==> src/design/cfs_pkg.sv <==
// Constants shared by the flag and stack unit of the processor core.
// Assumes a single core clock and an active-low asynchronous reset.
`default_nettype none
package cfs_pkg;
	localparam int FLAG_W = 8;
	localparam int SP_W = 16;
	// Condition-flag field positions, then the half-carry source and sign bits of a result byte.
	localparam int BIT_H = 4;
	localparam int BIT_I = 3;
	localparam int BIT_N = 2;
	localparam int BIT_Z = 1;
	localparam int BIT_C = 0;
	localparam int BIT_HC_SRC = 3;
	localparam int BIT_SIGN = 7;
	// Constant ones in bits 7 to 5 and the mask bit set after reset.
	localparam logic [7:0] FLAG_FIXED = 8'he0;
	localparam logic [7:0] FLAG_RESET = 8'he8;
	// Stack pointer: fixed upper byte, top of stack in the low byte.
	localparam logic [7:0] SP_HIGH = 8'h01;
	localparam logic [7:0] SP_LOW_TOP = 8'hff;
	localparam logic [15:0] SP_RESET = 16'h01ff;
	// Bytes used by a call and by an interrupt frame.
	localparam logic [2:0] CALL_BYTES = 3'h2;
	localparam logic [2:0] IRQ_BYTES = 3'h5;
	// Operations requested of the unit by the instruction sequencer.
	typedef enum logic [3:0] {
		CFS_OP_NONE = 4'h0,
		CFS_OP_ADD = 4'h1,
		CFS_OP_ADC = 4'h2,
		CFS_OP_LOGIC = 4'h3,
		CFS_OP_SHIFT = 4'h4,
		CFS_OP_SCF = 4'h5,
		CFS_OP_RCF = 4'h6,
		CFS_OP_SIM = 4'h7,
		CFS_OP_RIM = 4'h8,
		CFS_OP_FLAG_WR = 4'h9,
		CFS_OP_BTJ = 4'ha
	} cfs_op_t;
	// Stack sequencer states.
	typedef enum logic [3:0] {
		CFS_ST_IDLE = 4'h0,
		CFS_ST_PUSH_PCL = 4'h1,
		CFS_ST_PUSH_PCH = 4'h2,
		CFS_ST_PUSH_X = 4'h3,
		CFS_ST_PUSH_A = 4'h4,
		CFS_ST_PUSH_CC = 4'h5,
		CFS_ST_POP_CC = 4'h6,
		CFS_ST_POP_A = 4'h7,
		CFS_ST_POP_X = 4'h8,
		CFS_ST_POP_PCH = 4'h9,
		CFS_ST_POP_PCL = 4'ha
	} cfs_state_t;
endpackage : cfs_pkg
`default_nettype wire

==> src/design/cfs_alu_flags.sv <==
// Computes the sum, half carry and carry of one add or add with carry.
// Assumes operands and carry-in are stable in the cycle of the request.
`default_nettype none
module cfs_alu_flags (
	input wire logic [7:0] op_a,
	input wire logic [7:0] op_b,
	input wire logic carry_in,
	input wire logic use_carry,
	output logic [7:0] sum,
	output logic half_carry,
	output logic carry_out
);
	import cfs_pkg::*;
	logic [4:0] low_sum;
	logic [8:0] full_sum;
	logic cin;
	// Nibble sum gives the carry from bit 3 into bit 4.
	assign cin = use_carry & carry_in;
	assign low_sum = {1'b0, op_a[3:0]} + {1'b0, op_b[3:0]} + {4'h0, cin};
	assign full_sum = {1'b0, op_a} + {1'b0, op_b} + {8'h00, cin};
	assign half_carry = low_sum[4];
	assign sum = full_sum[7:0];
	assign carry_out = full_sum[8];
endmodule : cfs_alu_flags
`default_nettype wire

==> src/design/cfs_irq_latch.sv <==
// Holds pending maskable requests until the mask flag allows service.
// Assumes request lines are synchronous pulses or levels from sources.
`default_nettype none
module cfs_irq_latch (
	input wire logic clk_sys,
	input wire logic rst_n,
	input wire logic [7:0] irq_req,
	input wire logic [7:0] irq_ack,
	output logic [7:0] irq_pending_q
);
	import cfs_pkg::*;
	logic [7:0] irq_pending_d;
	// A new request wins over an acknowledge in the same cycle.
	assign irq_pending_d = (irq_pending_q & ~irq_ack) | irq_req;
	always_ff @(posedge clk_sys or negedge rst_n) begin
		if (!rst_n) begin
			irq_pending_q <= 8'h00;
		end else begin
			irq_pending_q <= irq_pending_d;
		end
	end
endmodule : cfs_irq_latch
`default_nettype wire

==> src/design/cfs_core.sv <==
// Condition flags and stack pointer of the processor core, with the
// interrupt context save and restore sequencer.
// Assumes the sequencer drives one op per cycle and memory takes a write
// in the cycle stack_we is high; stack_rdata is valid in the pop cycle.
`default_nettype none
module cfs_core (
	input wire logic clk_sys,
	input wire logic rst_n,
	input wire cfs_pkg::cfs_op_t op,
	input wire logic [7:0] op_a,
	input wire logic [7:0] op_b,
	input wire logic [7:0] result_in,
	input wire logic shift_carry,
	input wire logic [7:0] flag_wdata,
	input wire logic push_byte,
	input wire logic pop_byte,
	input wire logic call_push,
	input wire logic ret_pop,
	input wire logic sp_reset_instr,
	input wire logic sp_low_we,
	input wire logic [7:0] sp_low_wdata,
	input wire logic [7:0] irq_req,
	input wire logic trap,
	input wire logic return_from_interrupt_instr,
	input wire logic [7:0] program_counter_low,
	input wire logic [7:0] pc_high,
	input wire logic [7:0] index_x,
	input wire logic [7:0] accum,
	input wire logic [7:0] stack_rdata,
	output logic [7:0] condition_flags,
	output logic [15:0] stack_pointer,
	output logic [7:0] alu_sum,
	output logic [15:0] stack_addr,
	output logic stack_we,
	output logic [7:0] stack_wdata,
	output logic ctx_busy,
	output logic irq_enter,
	output logic [2:0] irq_vector,
	output logic [7:0] irq_pending,
	output logic [7:0] rest_pcl,
	output logic [7:0] rest_pch,
	output logic [7:0] rest_x,
	output logic [7:0] rest_a,
	output logic restore_done
);
	import cfs_pkg::*;
	logic [4:0] flags_q;
	logic [4:0] flags_d;
	logic [7:0] sp_low_q;
	logic [7:0] sp_low_d;
	cfs_state_t state_q;
	cfs_state_t state_d;
	logic [7:0] rest_pcl_q;
	logic [7:0] rest_pch_q;
	logic [7:0] rest_x_q;
	logic [7:0] rest_a_q;
	logic restore_done_q;
	logic [7:0] alu_sum_q;
	logic [7:0] sum_w;
	logic hc_w;
	logic co_w;
	logic [7:0] pend_w;
	logic [7:0] ack_w;
	logic [2:0] sel_w;
	logic mask_w;
	logic take_irq;
	logic take_trap;
	logic pushing;
	logic popping;
	logic [7:0] sp_dec;
	logic [7:0] sp_inc;
	logic [7:0] push_data;
	logic is_arith;
	logic is_res;
	logic [7:0] res_w;
	logic irq_enter_q;
	logic [2:0] irq_vector_q;

	// Index of the lowest pending request, used as the priority pick.
	function automatic logic [2:0] cfs_first_set(input logic [7:0] v);
		logic [2:0] idx;
		idx = 3'h0;
		for (int i = 7; i >= 0; i--) begin
			if (v[i]) begin
				idx = i[2:0];
			end
		end
		return idx;
	endfunction : cfs_first_set

	// Stack pointer step with silent wrap inside the low byte.
	function automatic logic [7:0] cfs_sp_step(input logic [7:0] s, input logic up);
		return up ? s + 8'h01 : s - 8'h01;
	endfunction : cfs_sp_step

	cfs_alu_flags u_alu (
		.op_a(op_a),
		.op_b(op_b),
		.carry_in(flags_q[BIT_C]),
		.use_carry(op == CFS_OP_ADC),
		.sum(sum_w),
		.half_carry(hc_w),
		.carry_out(co_w)
	);

	cfs_irq_latch u_latch (
		.clk_sys(clk_sys),
		.rst_n(rst_n),
		.irq_req(irq_req),
		.irq_ack(ack_w),
		.irq_pending_q(pend_w)
	);

	// Entry decision: masked requests wait, the trap never does.
	assign mask_w = flags_q[BIT_I];
	assign take_irq = (state_q == CFS_ST_IDLE) && !mask_w && (pend_w != 8'h00);
	assign take_trap = (state_q == CFS_ST_IDLE) && trap;
	assign sel_w = cfs_first_set(pend_w);
	assign ack_w = (take_irq && !take_trap) ? (8'h01 << sel_w) : 8'h00;

	// Context pushes and pops from the sequencer, plus single-byte traffic.
	assign pushing = (state_q inside {CFS_ST_PUSH_PCL, CFS_ST_PUSH_PCH, CFS_ST_PUSH_X,
		CFS_ST_PUSH_A, CFS_ST_PUSH_CC}) || (state_q == CFS_ST_IDLE && push_byte);
	assign popping = (state_q inside {CFS_ST_POP_CC, CFS_ST_POP_A, CFS_ST_POP_X,
		CFS_ST_POP_PCH, CFS_ST_POP_PCL}) || (state_q == CFS_ST_IDLE && pop_byte);
	assign sp_dec = cfs_sp_step(sp_low_q, 1'b0);
	assign sp_inc = cfs_sp_step(sp_low_q, 1'b1);

	// Push writes at the pointer, pop reads one above it.
	assign stack_addr = {SP_HIGH, popping ? sp_inc : sp_low_q};
	assign stack_we = pushing;
	always_comb begin
		case (state_q)
			CFS_ST_PUSH_PCL: push_data = program_counter_low;
			CFS_ST_PUSH_PCH: push_data = pc_high;
			CFS_ST_PUSH_X: push_data = index_x;
			CFS_ST_PUSH_A: push_data = accum;
			CFS_ST_PUSH_CC: push_data = condition_flags;
			default: push_data = call_push ? program_counter_low : flag_wdata;
		endcase
	end
	assign stack_wdata = push_data;

	// Sequencer: five pushes on entry, five pops in reverse on return.
	always_comb begin
		case (state_q)
			CFS_ST_IDLE: begin
				if (take_trap || take_irq) begin
					state_d = CFS_ST_PUSH_PCL;
				end else if (return_from_interrupt_instr) begin
					state_d = CFS_ST_POP_CC;
				end else begin
					state_d = CFS_ST_IDLE;
				end
			end
			CFS_ST_PUSH_PCL: state_d = CFS_ST_PUSH_PCH;
			CFS_ST_PUSH_PCH: state_d = CFS_ST_PUSH_X;
			CFS_ST_PUSH_X: state_d = CFS_ST_PUSH_A;
			CFS_ST_PUSH_A: state_d = CFS_ST_PUSH_CC;
			CFS_ST_PUSH_CC: state_d = CFS_ST_IDLE;
			CFS_ST_POP_CC: state_d = CFS_ST_POP_A;
			CFS_ST_POP_A: state_d = CFS_ST_POP_X;
			CFS_ST_POP_X: state_d = CFS_ST_POP_PCH;
			CFS_ST_POP_PCH: state_d = CFS_ST_POP_PCL;
			CFS_ST_POP_PCL: state_d = CFS_ST_IDLE;
			default: state_d = CFS_ST_IDLE;
		endcase
	end

	// Stack pointer low byte: reset value, direct load, step per byte.
	always_comb begin
		if (state_q == CFS_ST_IDLE && sp_reset_instr) begin
			sp_low_d = SP_LOW_TOP;
		end else if (state_q == CFS_ST_IDLE && sp_low_we) begin
			sp_low_d = sp_low_wdata;
		end else if (pushing) begin
			sp_low_d = sp_dec;
		end else if (popping) begin
			sp_low_d = sp_inc;
		end else begin
			sp_low_d = sp_low_q;
		end
	end

	// Result flags for arithmetic, logic and shift operations.
	assign is_arith = (op == CFS_OP_ADD) || (op == CFS_OP_ADC);
	assign is_res = is_arith || (op == CFS_OP_LOGIC) || (op == CFS_OP_SHIFT);
	assign res_w = is_arith ? sum_w : result_in;
	always_comb begin
		flags_d = flags_q;
		if (state_q == CFS_ST_POP_CC) begin
			flags_d = stack_rdata[4:0];
		end else if (state_q == CFS_ST_PUSH_CC) begin
			flags_d[BIT_I] = 1'b1;
		end else if (state_q == CFS_ST_IDLE) begin
			if (is_res) begin
				flags_d[BIT_N] = res_w[BIT_SIGN];
				flags_d[BIT_Z] = (res_w == 8'h00);
			end
			if (is_arith) begin
				flags_d[BIT_H] = hc_w;
				flags_d[BIT_C] = co_w;
			end
			case (op)
				CFS_OP_SHIFT: flags_d[BIT_C] = shift_carry;
				CFS_OP_BTJ: flags_d[BIT_C] = shift_carry;
				CFS_OP_SCF: flags_d[BIT_C] = 1'b1;
				CFS_OP_RCF: flags_d[BIT_C] = 1'b0;
				CFS_OP_SIM: flags_d[BIT_I] = 1'b1;
				CFS_OP_RIM: flags_d[BIT_I] = 1'b0;
				CFS_OP_FLAG_WR: flags_d = flag_wdata[4:0];
				default: flags_d = flags_d;
			endcase
			if (pop_byte && op == CFS_OP_FLAG_WR) begin
				flags_d = stack_rdata[4:0];
			end
		end
	end

	// Flag, pointer and sequencer registers.
	always_ff @(posedge clk_sys or negedge rst_n) begin
		if (!rst_n) begin
			flags_q <= FLAG_RESET[4:0];
			sp_low_q <= SP_LOW_TOP;
			state_q <= CFS_ST_IDLE;
		end else begin
			flags_q <= flags_d;
			sp_low_q <= sp_low_d;
			state_q <= state_d;
		end
	end

	// Captured context bytes on return, and entry strobe.
	always_ff @(posedge clk_sys or negedge rst_n) begin
		if (!rst_n) begin
			rest_pcl_q <= 8'h00;
			rest_pch_q <= 8'h00;
			rest_x_q <= 8'h00;
			rest_a_q <= 8'h00;
			restore_done_q <= 1'b0;
			irq_enter_q <= 1'b0;
			irq_vector_q <= 3'h0;
			alu_sum_q <= 8'h00;
		end else begin
			if (state_q == CFS_ST_POP_A) rest_a_q <= stack_rdata;
			if (state_q == CFS_ST_POP_X) rest_x_q <= stack_rdata;
			if (state_q == CFS_ST_POP_PCH) rest_pch_q <= stack_rdata;
			if (state_q == CFS_ST_POP_PCL) rest_pcl_q <= stack_rdata;
			restore_done_q <= (state_q == CFS_ST_POP_PCL);
			irq_enter_q <= take_trap || take_irq;
			if (take_irq && !take_trap) irq_vector_q <= sel_w;
			if (is_arith) alu_sum_q <= sum_w;
		end
	end

	// Upper pointer byte is constant; fixed flag bits are constant ones.
	assign stack_pointer = {SP_HIGH, sp_low_q};
	assign condition_flags = FLAG_FIXED | {3'h0, flags_q};
	assign ctx_busy = (state_q != CFS_ST_IDLE);
	assign irq_enter = irq_enter_q;
	assign irq_vector = irq_vector_q;
	assign irq_pending = pend_w;
	assign rest_pcl = rest_pcl_q;
	assign rest_pch = rest_pch_q;
	assign rest_x = rest_x_q;
	assign rest_a = rest_a_q;
	assign restore_done = restore_done_q;
	assign alu_sum = alu_sum_q;

	// Bound on the frame: entry decrements the pointer by five.
	property p_irq_frame;
		@(posedge clk_sys) disable iff (!rst_n)
		(state_q == CFS_ST_IDLE && (take_irq || take_trap) && !sp_reset_instr)
			|=> ##4 (sp_low_d == $past(sp_low_q, 5) - {5'h00, IRQ_BYTES});
	endproperty
	a_irq_frame: assert property (p_irq_frame) else $error("frame size wrong");

	property p_pcl_first;
		@(posedge clk_sys) disable iff (!rst_n)
		(state_q == CFS_ST_PUSH_PCL) |-> (stack_we && stack_wdata == program_counter_low);
	endproperty
	a_pcl_first: assert property (p_pcl_first) else $error("pcl not first");

	property p_mask_on_entry;
		@(posedge clk_sys) disable iff (!rst_n)
		(state_q == CFS_ST_PUSH_CC) |=> condition_flags[BIT_I];
	endproperty
	a_mask_on_entry: assert property (p_mask_on_entry) else $error("mask not set");

	property p_fixed_ones;
		@(posedge clk_sys) disable iff (!rst_n)
		condition_flags[7:5] == 3'h7 && stack_pointer[15:8] == SP_HIGH;
	endproperty
	a_fixed_ones: assert property (p_fixed_ones) else $error("fixed bits lost");

	property p_masked_hold;
		@(posedge clk_sys) disable iff (!rst_n)
		(mask_w && !trap && state_q == CFS_ST_IDLE) |=> !(state_q == CFS_ST_PUSH_PCL);
	endproperty
	a_masked_hold: assert property (p_masked_hold) else $error("masked irq taken");

	property p_trap_any;
		@(posedge clk_sys) disable iff (!rst_n)
		take_trap |=> (state_q == CFS_ST_PUSH_PCL) ##1 (state_q == CFS_ST_PUSH_PCH);
	endproperty
	a_trap_any: assert property (p_trap_any) else $error("trap not entered");

	property p_wrap;
		@(posedge clk_sys) disable iff (!rst_n)
		(state_q == CFS_ST_IDLE && push_byte && !sp_reset_instr && !sp_low_we
			&& sp_low_q == 8'h00) |=> (sp_low_q == 8'hff);
	endproperty
	a_wrap: assert property (p_wrap) else $error("no wrap");

	property p_zero_neg;
		@(posedge clk_sys) disable iff (!rst_n)
		(state_q == CFS_ST_IDLE && is_arith)
			|=> (condition_flags[BIT_Z] == (alu_sum == 8'h00)
			&& condition_flags[BIT_N] == alu_sum[7]);
	endproperty
	a_zero_neg: assert property (p_zero_neg) else $error("n or z wrong");
endmodule : cfs_core
`default_nettype wire

==> config.mk <==
export PLATFORM = sky130hd
export DESIGN_NAME = cfs_core
export DESIGN_NICKNAME = d
export VERILOG_FILES = /design/src/design/cfs_pkg.sv /design/src/design/cfs_alu_flags.sv /design/src/design/cfs_irq_latch.sv /design/src/design/cfs_core.sv
export SDC_FILE = /design/constraint.sdc
export NUM_CORES = 1
export LEC_CHECK = 0
export BUFFER_PORTS_ARGS = -buffer_cell sky130_fd_sc_hd__buf_2
export CORE_UTILIZATION = 33
export DETAILED_ROUTE_END_ITERATION = 10
export GPL_TIMING_DRIVEN = 0
export REMOVE_ABC_BUFFERS = 1
export SKIP_CTS_REPAIR_TIMING = 1
export SLEW_MARGIN = 0
export SYNTH_ARGS = -nofsm -noshare
export SYNTH_HDL_FRONTEND = slang
export SYNTH_SLANG_ARGS = --single-unit
==> constraint.sdc <==
create_clock -name clk_sys -period 4 [get_ports clk_sys]
set_input_delay 0.6 -clock clk_sys [delete_from_list [all_inputs] [get_ports clk_sys]]
set_output_delay 0.6 -clock clk_sys [all_outputs]
set_load 0.01 [all_outputs]
==> impl_results.md <==
- Status: completed
- WL/cell: 16.6 um
- Worst Hold Class: in2async
- Startpoint types: flop
- Max Slew Vio Count: 0
- Num CTS Buffers: 9
- All-layer global routing usage: 19.2%
- Top cells by area, synth: dfrtp_1 (33%), mux2_2 (9.6%), dfstp_2 (5.1%), nand2_1 (4.0%), buf_4 (3.4%)
- Internal power: 0.00248 W
- Critical path data arrival time: 2.79 ns
- IO Count: 206
- CTS sink cnt: 70
- Final Setup Violations: 0
- Ys Warns: 0
- Detail Route Antenna Nets: 0
- Initial DRC Count: 185
- Pleak: 2.68 nW
- Ys async rst share: 100%
- Worst setup EP type: primary output
- Overall Power: 0.00426 W
- Seq cells post-synth: 70
- Via count: 4,364
- H-tree depth: 3
- Initial antenna violation count: 1
- Finished Core Util: 43.9%
- EDFF count, synth: 0
- Die width: 120 um
- Post-synthesis simple-gate area fraction: 16.6%
- Final count of hold timing violations: 0
- Slew HR: 31.1%
- First-pass GRT wire length: 21.6 mm
- Die ar.: 0.0144 mm^2
- Switching share of power: 41.7%
- Vias in the first global route: 4,193
- Met1 Track Usage GR: 25.6%
- Pin count of the biggest net entering global routing: 40
- Gpl congestion: 0.826
- Skew-Pair Late Insertion Delay: 0.33 ns
- Syn avg cell area: 9.64 um^2
- Mapped cell area: 0.00460 mm^2
- DR vias/cell: 5.24
- Max cap viols: 0
- Gr ovfl total: 0
- Synth Area in Adders: 3.32%
- Post-Place Worst Slack: 0.739 ns
- Cell count after synthesis: 477
- Port buffer count: 185
- Fraction of final layout cells sized beyond drive strength 1: 39.5%
- Grt peak-use layer: met2
- Num rows: 42
- Peak VDD IR: 0.319 mV
- Clk_skew: 0.00807 ns
- Clock buffer depth: 2
- Starting Density: 34.3%
- Switching pwr: 0.00178 W
- Pwr/cell area: 724 mW/mm^2
- Sequential area share after synthesis: 38.3%
- Core box area: 0.0134 mm^2
- Met3 Use GR: 3.09%
- Drc violations: 0
- Mux cell area share after synthesis: 11.7%
- Power share of the clock group: 19.1%
- RSZ-0062 raised after global routing: false
- Cell taking the most area after synthesis: dfrtp_1
- Synth Flop Type: dfrtp_1
- 1st-pass router iterations: 5
- Die Y-Extent: 120 um
- Met2 track demand over resource: 31.9%
- Final period util: 84.7%
- Critical path type: reg2out
- Fin area: 0.00589 mm^2
- Final wirelength: 13.8 mm
- Post-synthesis compound-gate area fraction: 19.3%
- Synth top area share: 33.2%
- Unique masters post-synth: 66
- Sequential share of power: 31.7%
- Final worst setup slack: 0.612 ns
- CTS clock-pin slew for the worst setup and hold paths: 0.06 ns
- Period minus WS final: 3.39 ns
- Fmax: 295 MHz
- TNS Setup: 0 ns
- Worst EP required: 3.40 ns
- Layout area overhead: 28.0%
- HPWL Detailed: 10.6 mm
- Root Buffer: clkbuf_16
- Worst-Margin Slew: 1.03 ns
- XOR/XNOR Fraction of Synth Area: 4.00%
- Main combinational cell family by area after synthesis: compound AO/OA/AOI/OAI gates
- Max FO, Critical Path: 17
- Final nets: 765
- CTS tree: done
- Combinational fraction of design power: 49.1%
- Post-Place Cell Area: 0.00558 mm^2
worst paths after layout:
check / cells after the start / slack, ns / endpoint / from
hold reg to reg: 2 / 0.47 / alu_sum[1]$_DFFE_PN0N_ / alu_sum[1]$_DFFE_PN0N_
hold / removal: 1 / 0.24 / state_q[3]$_DFF_PN0_ / rst_n
min in group clk_sys: 2 / 0.45 / u_latch.irq_pending_q[2]$_DFF_PN0_ / irq_req[2]
max in group asynchronous: 2 / 3.16 / sp_low_q[7]$_DFF_PN1_ / rst_n
setup reg to reg: 9 / 1.20 / flags_q[1]$_DFFE_PN0P_ / flags_q[0]$_DFFE_PN0P_
setup / recovery: 5 / 0.61 / stack_wdata[5] / state_q[2]$_DFF_PN0_
power groups by stage:
| stage | sequential [W] | combinational [W] | clock, W |
|---|---|---|---|
| after floorplan | 0.00143 | 0.00119 | 0 |
| final | 0.00135 | 0.00209 | 0.000815 |
| after global placement | 0.00134 | 0.00207 | 0 |
| after CTS | 0.00135 | 0.00211 | 0.000838 |
| after detailed placement | 0.00137 | 0.00210 | 0 |
| after global routing | 0.00140 | 0.00229 | 0.000864 |
cell usage after synthesis (all sizes together), types with 4 or more instances:
| cell | number |
|---|---|
| nor2 | 27 |
| mux2i | 10 |
| dfrtp | 61 |
| clkbuf | 14 |
| xnor2 | 15 |
| nand2 | 49 |
| nor4 | 6 |
| o22a | 4 |
| nor2b | 7 |
| nand2b | 16 |
| mux2 | 39 |
| and3 | 5 |
| a22oi | 10 |
| inv | 14 |
| a21oi | 18 |
| nand3 | 8 |
| buf | 26 |
| or3 | 4 |
| dfstp | 9 |
| a222oi | 6 |
| nor3 | 11 |
| a21o | 8 |
| a221oi | 4 |
| xor2 | 6 |
| nand3b | 4 |
| o211ai | 11 |
| a31oi | 5 |
| a211oi | 5 |
| o21ai | 22 |
| ha | 9 |
flip-flops by register name, summed over array words and instances (netlist names):
| register | cells |
|---|---|
| irq_vector | 3 |
| irq_enter | 1 |
| rest_pch | 8 |
| rest_a | 8 |
| rest_x | 8 |
| flags_q | 5 |
| u_latch.irq_pending_q | 8 |
| rest_pcl | 8 |
| restore_done | 1 |
| state_q | 4 |
| sp_low_q | 8 |
| alu_sum | 8 |
cell usage in the layout, fill, tap and decap left out, types with 10 or more instances in the layout:
cell	count
conb_1	19
nand2_1	49
buf_2	184
nand2b_1	16
a21oi_1	18
dfrtp_1	61
a22oi_1	10
mux2_2	39
o211ai_1	11
inv_1	11
o21ai_0	18
mux2i_1	10
xnor2_1	15
nor2_1	27
per-stage QoR:
stage | hold WS [ns] | cells
2_1_floorplan | 0.304 | 454
3_3_place_gp | 0.459 | 815
3_5_place_dp | 0.461 | 816
4_1_cts | 0.237 | 832
5_1_grt | 0.259 | 833
6_report | 0.236 | 833
area by class of cell:
class,count,area (um^2)
timing repair buffer,186,948
clock inverter,6,70.1
fill,1354,7510
tap,176,220
antenna,1,2.50
multi-input combinational,370,2600
inverter,14,52.6
sequential,70,1760
clock buffer,10,229
cells by family (layout without fill, tap and decap cells):
| logic type | after synthesis | after routing |
|---|---|---|
| AOI/OAI and AO/OA | 121 | 121 |
| xor gates and xnor gates | 21 | 21 |
| adders and majority gates | 11 | 11 |
| buffers and inverters | 54 | 216 |
| DFF | 70 | 70 |
| muxes | 49 | 49 |
| other | 2 | 20 |
| and+or+nand+nor | 149 | 149 |
layer usage:
metal / share of wire (%) / vias to the layer above
met3: 5.5 / 4
li1: - / 2064
met4: 0.29 / 0
met2: 49 / 169
met1: 46 / 2127
met5: 0 / -
critical path, cell delays in order, from the launching register on:
cell,delay (ns)
dfrtp_1,0.68
nand2_1,0.23
nor3_1,0.82
a222oi_1,0.27
a22oi_1,0.27
buf_2,0.18
(Power assumes the default switching activity.)
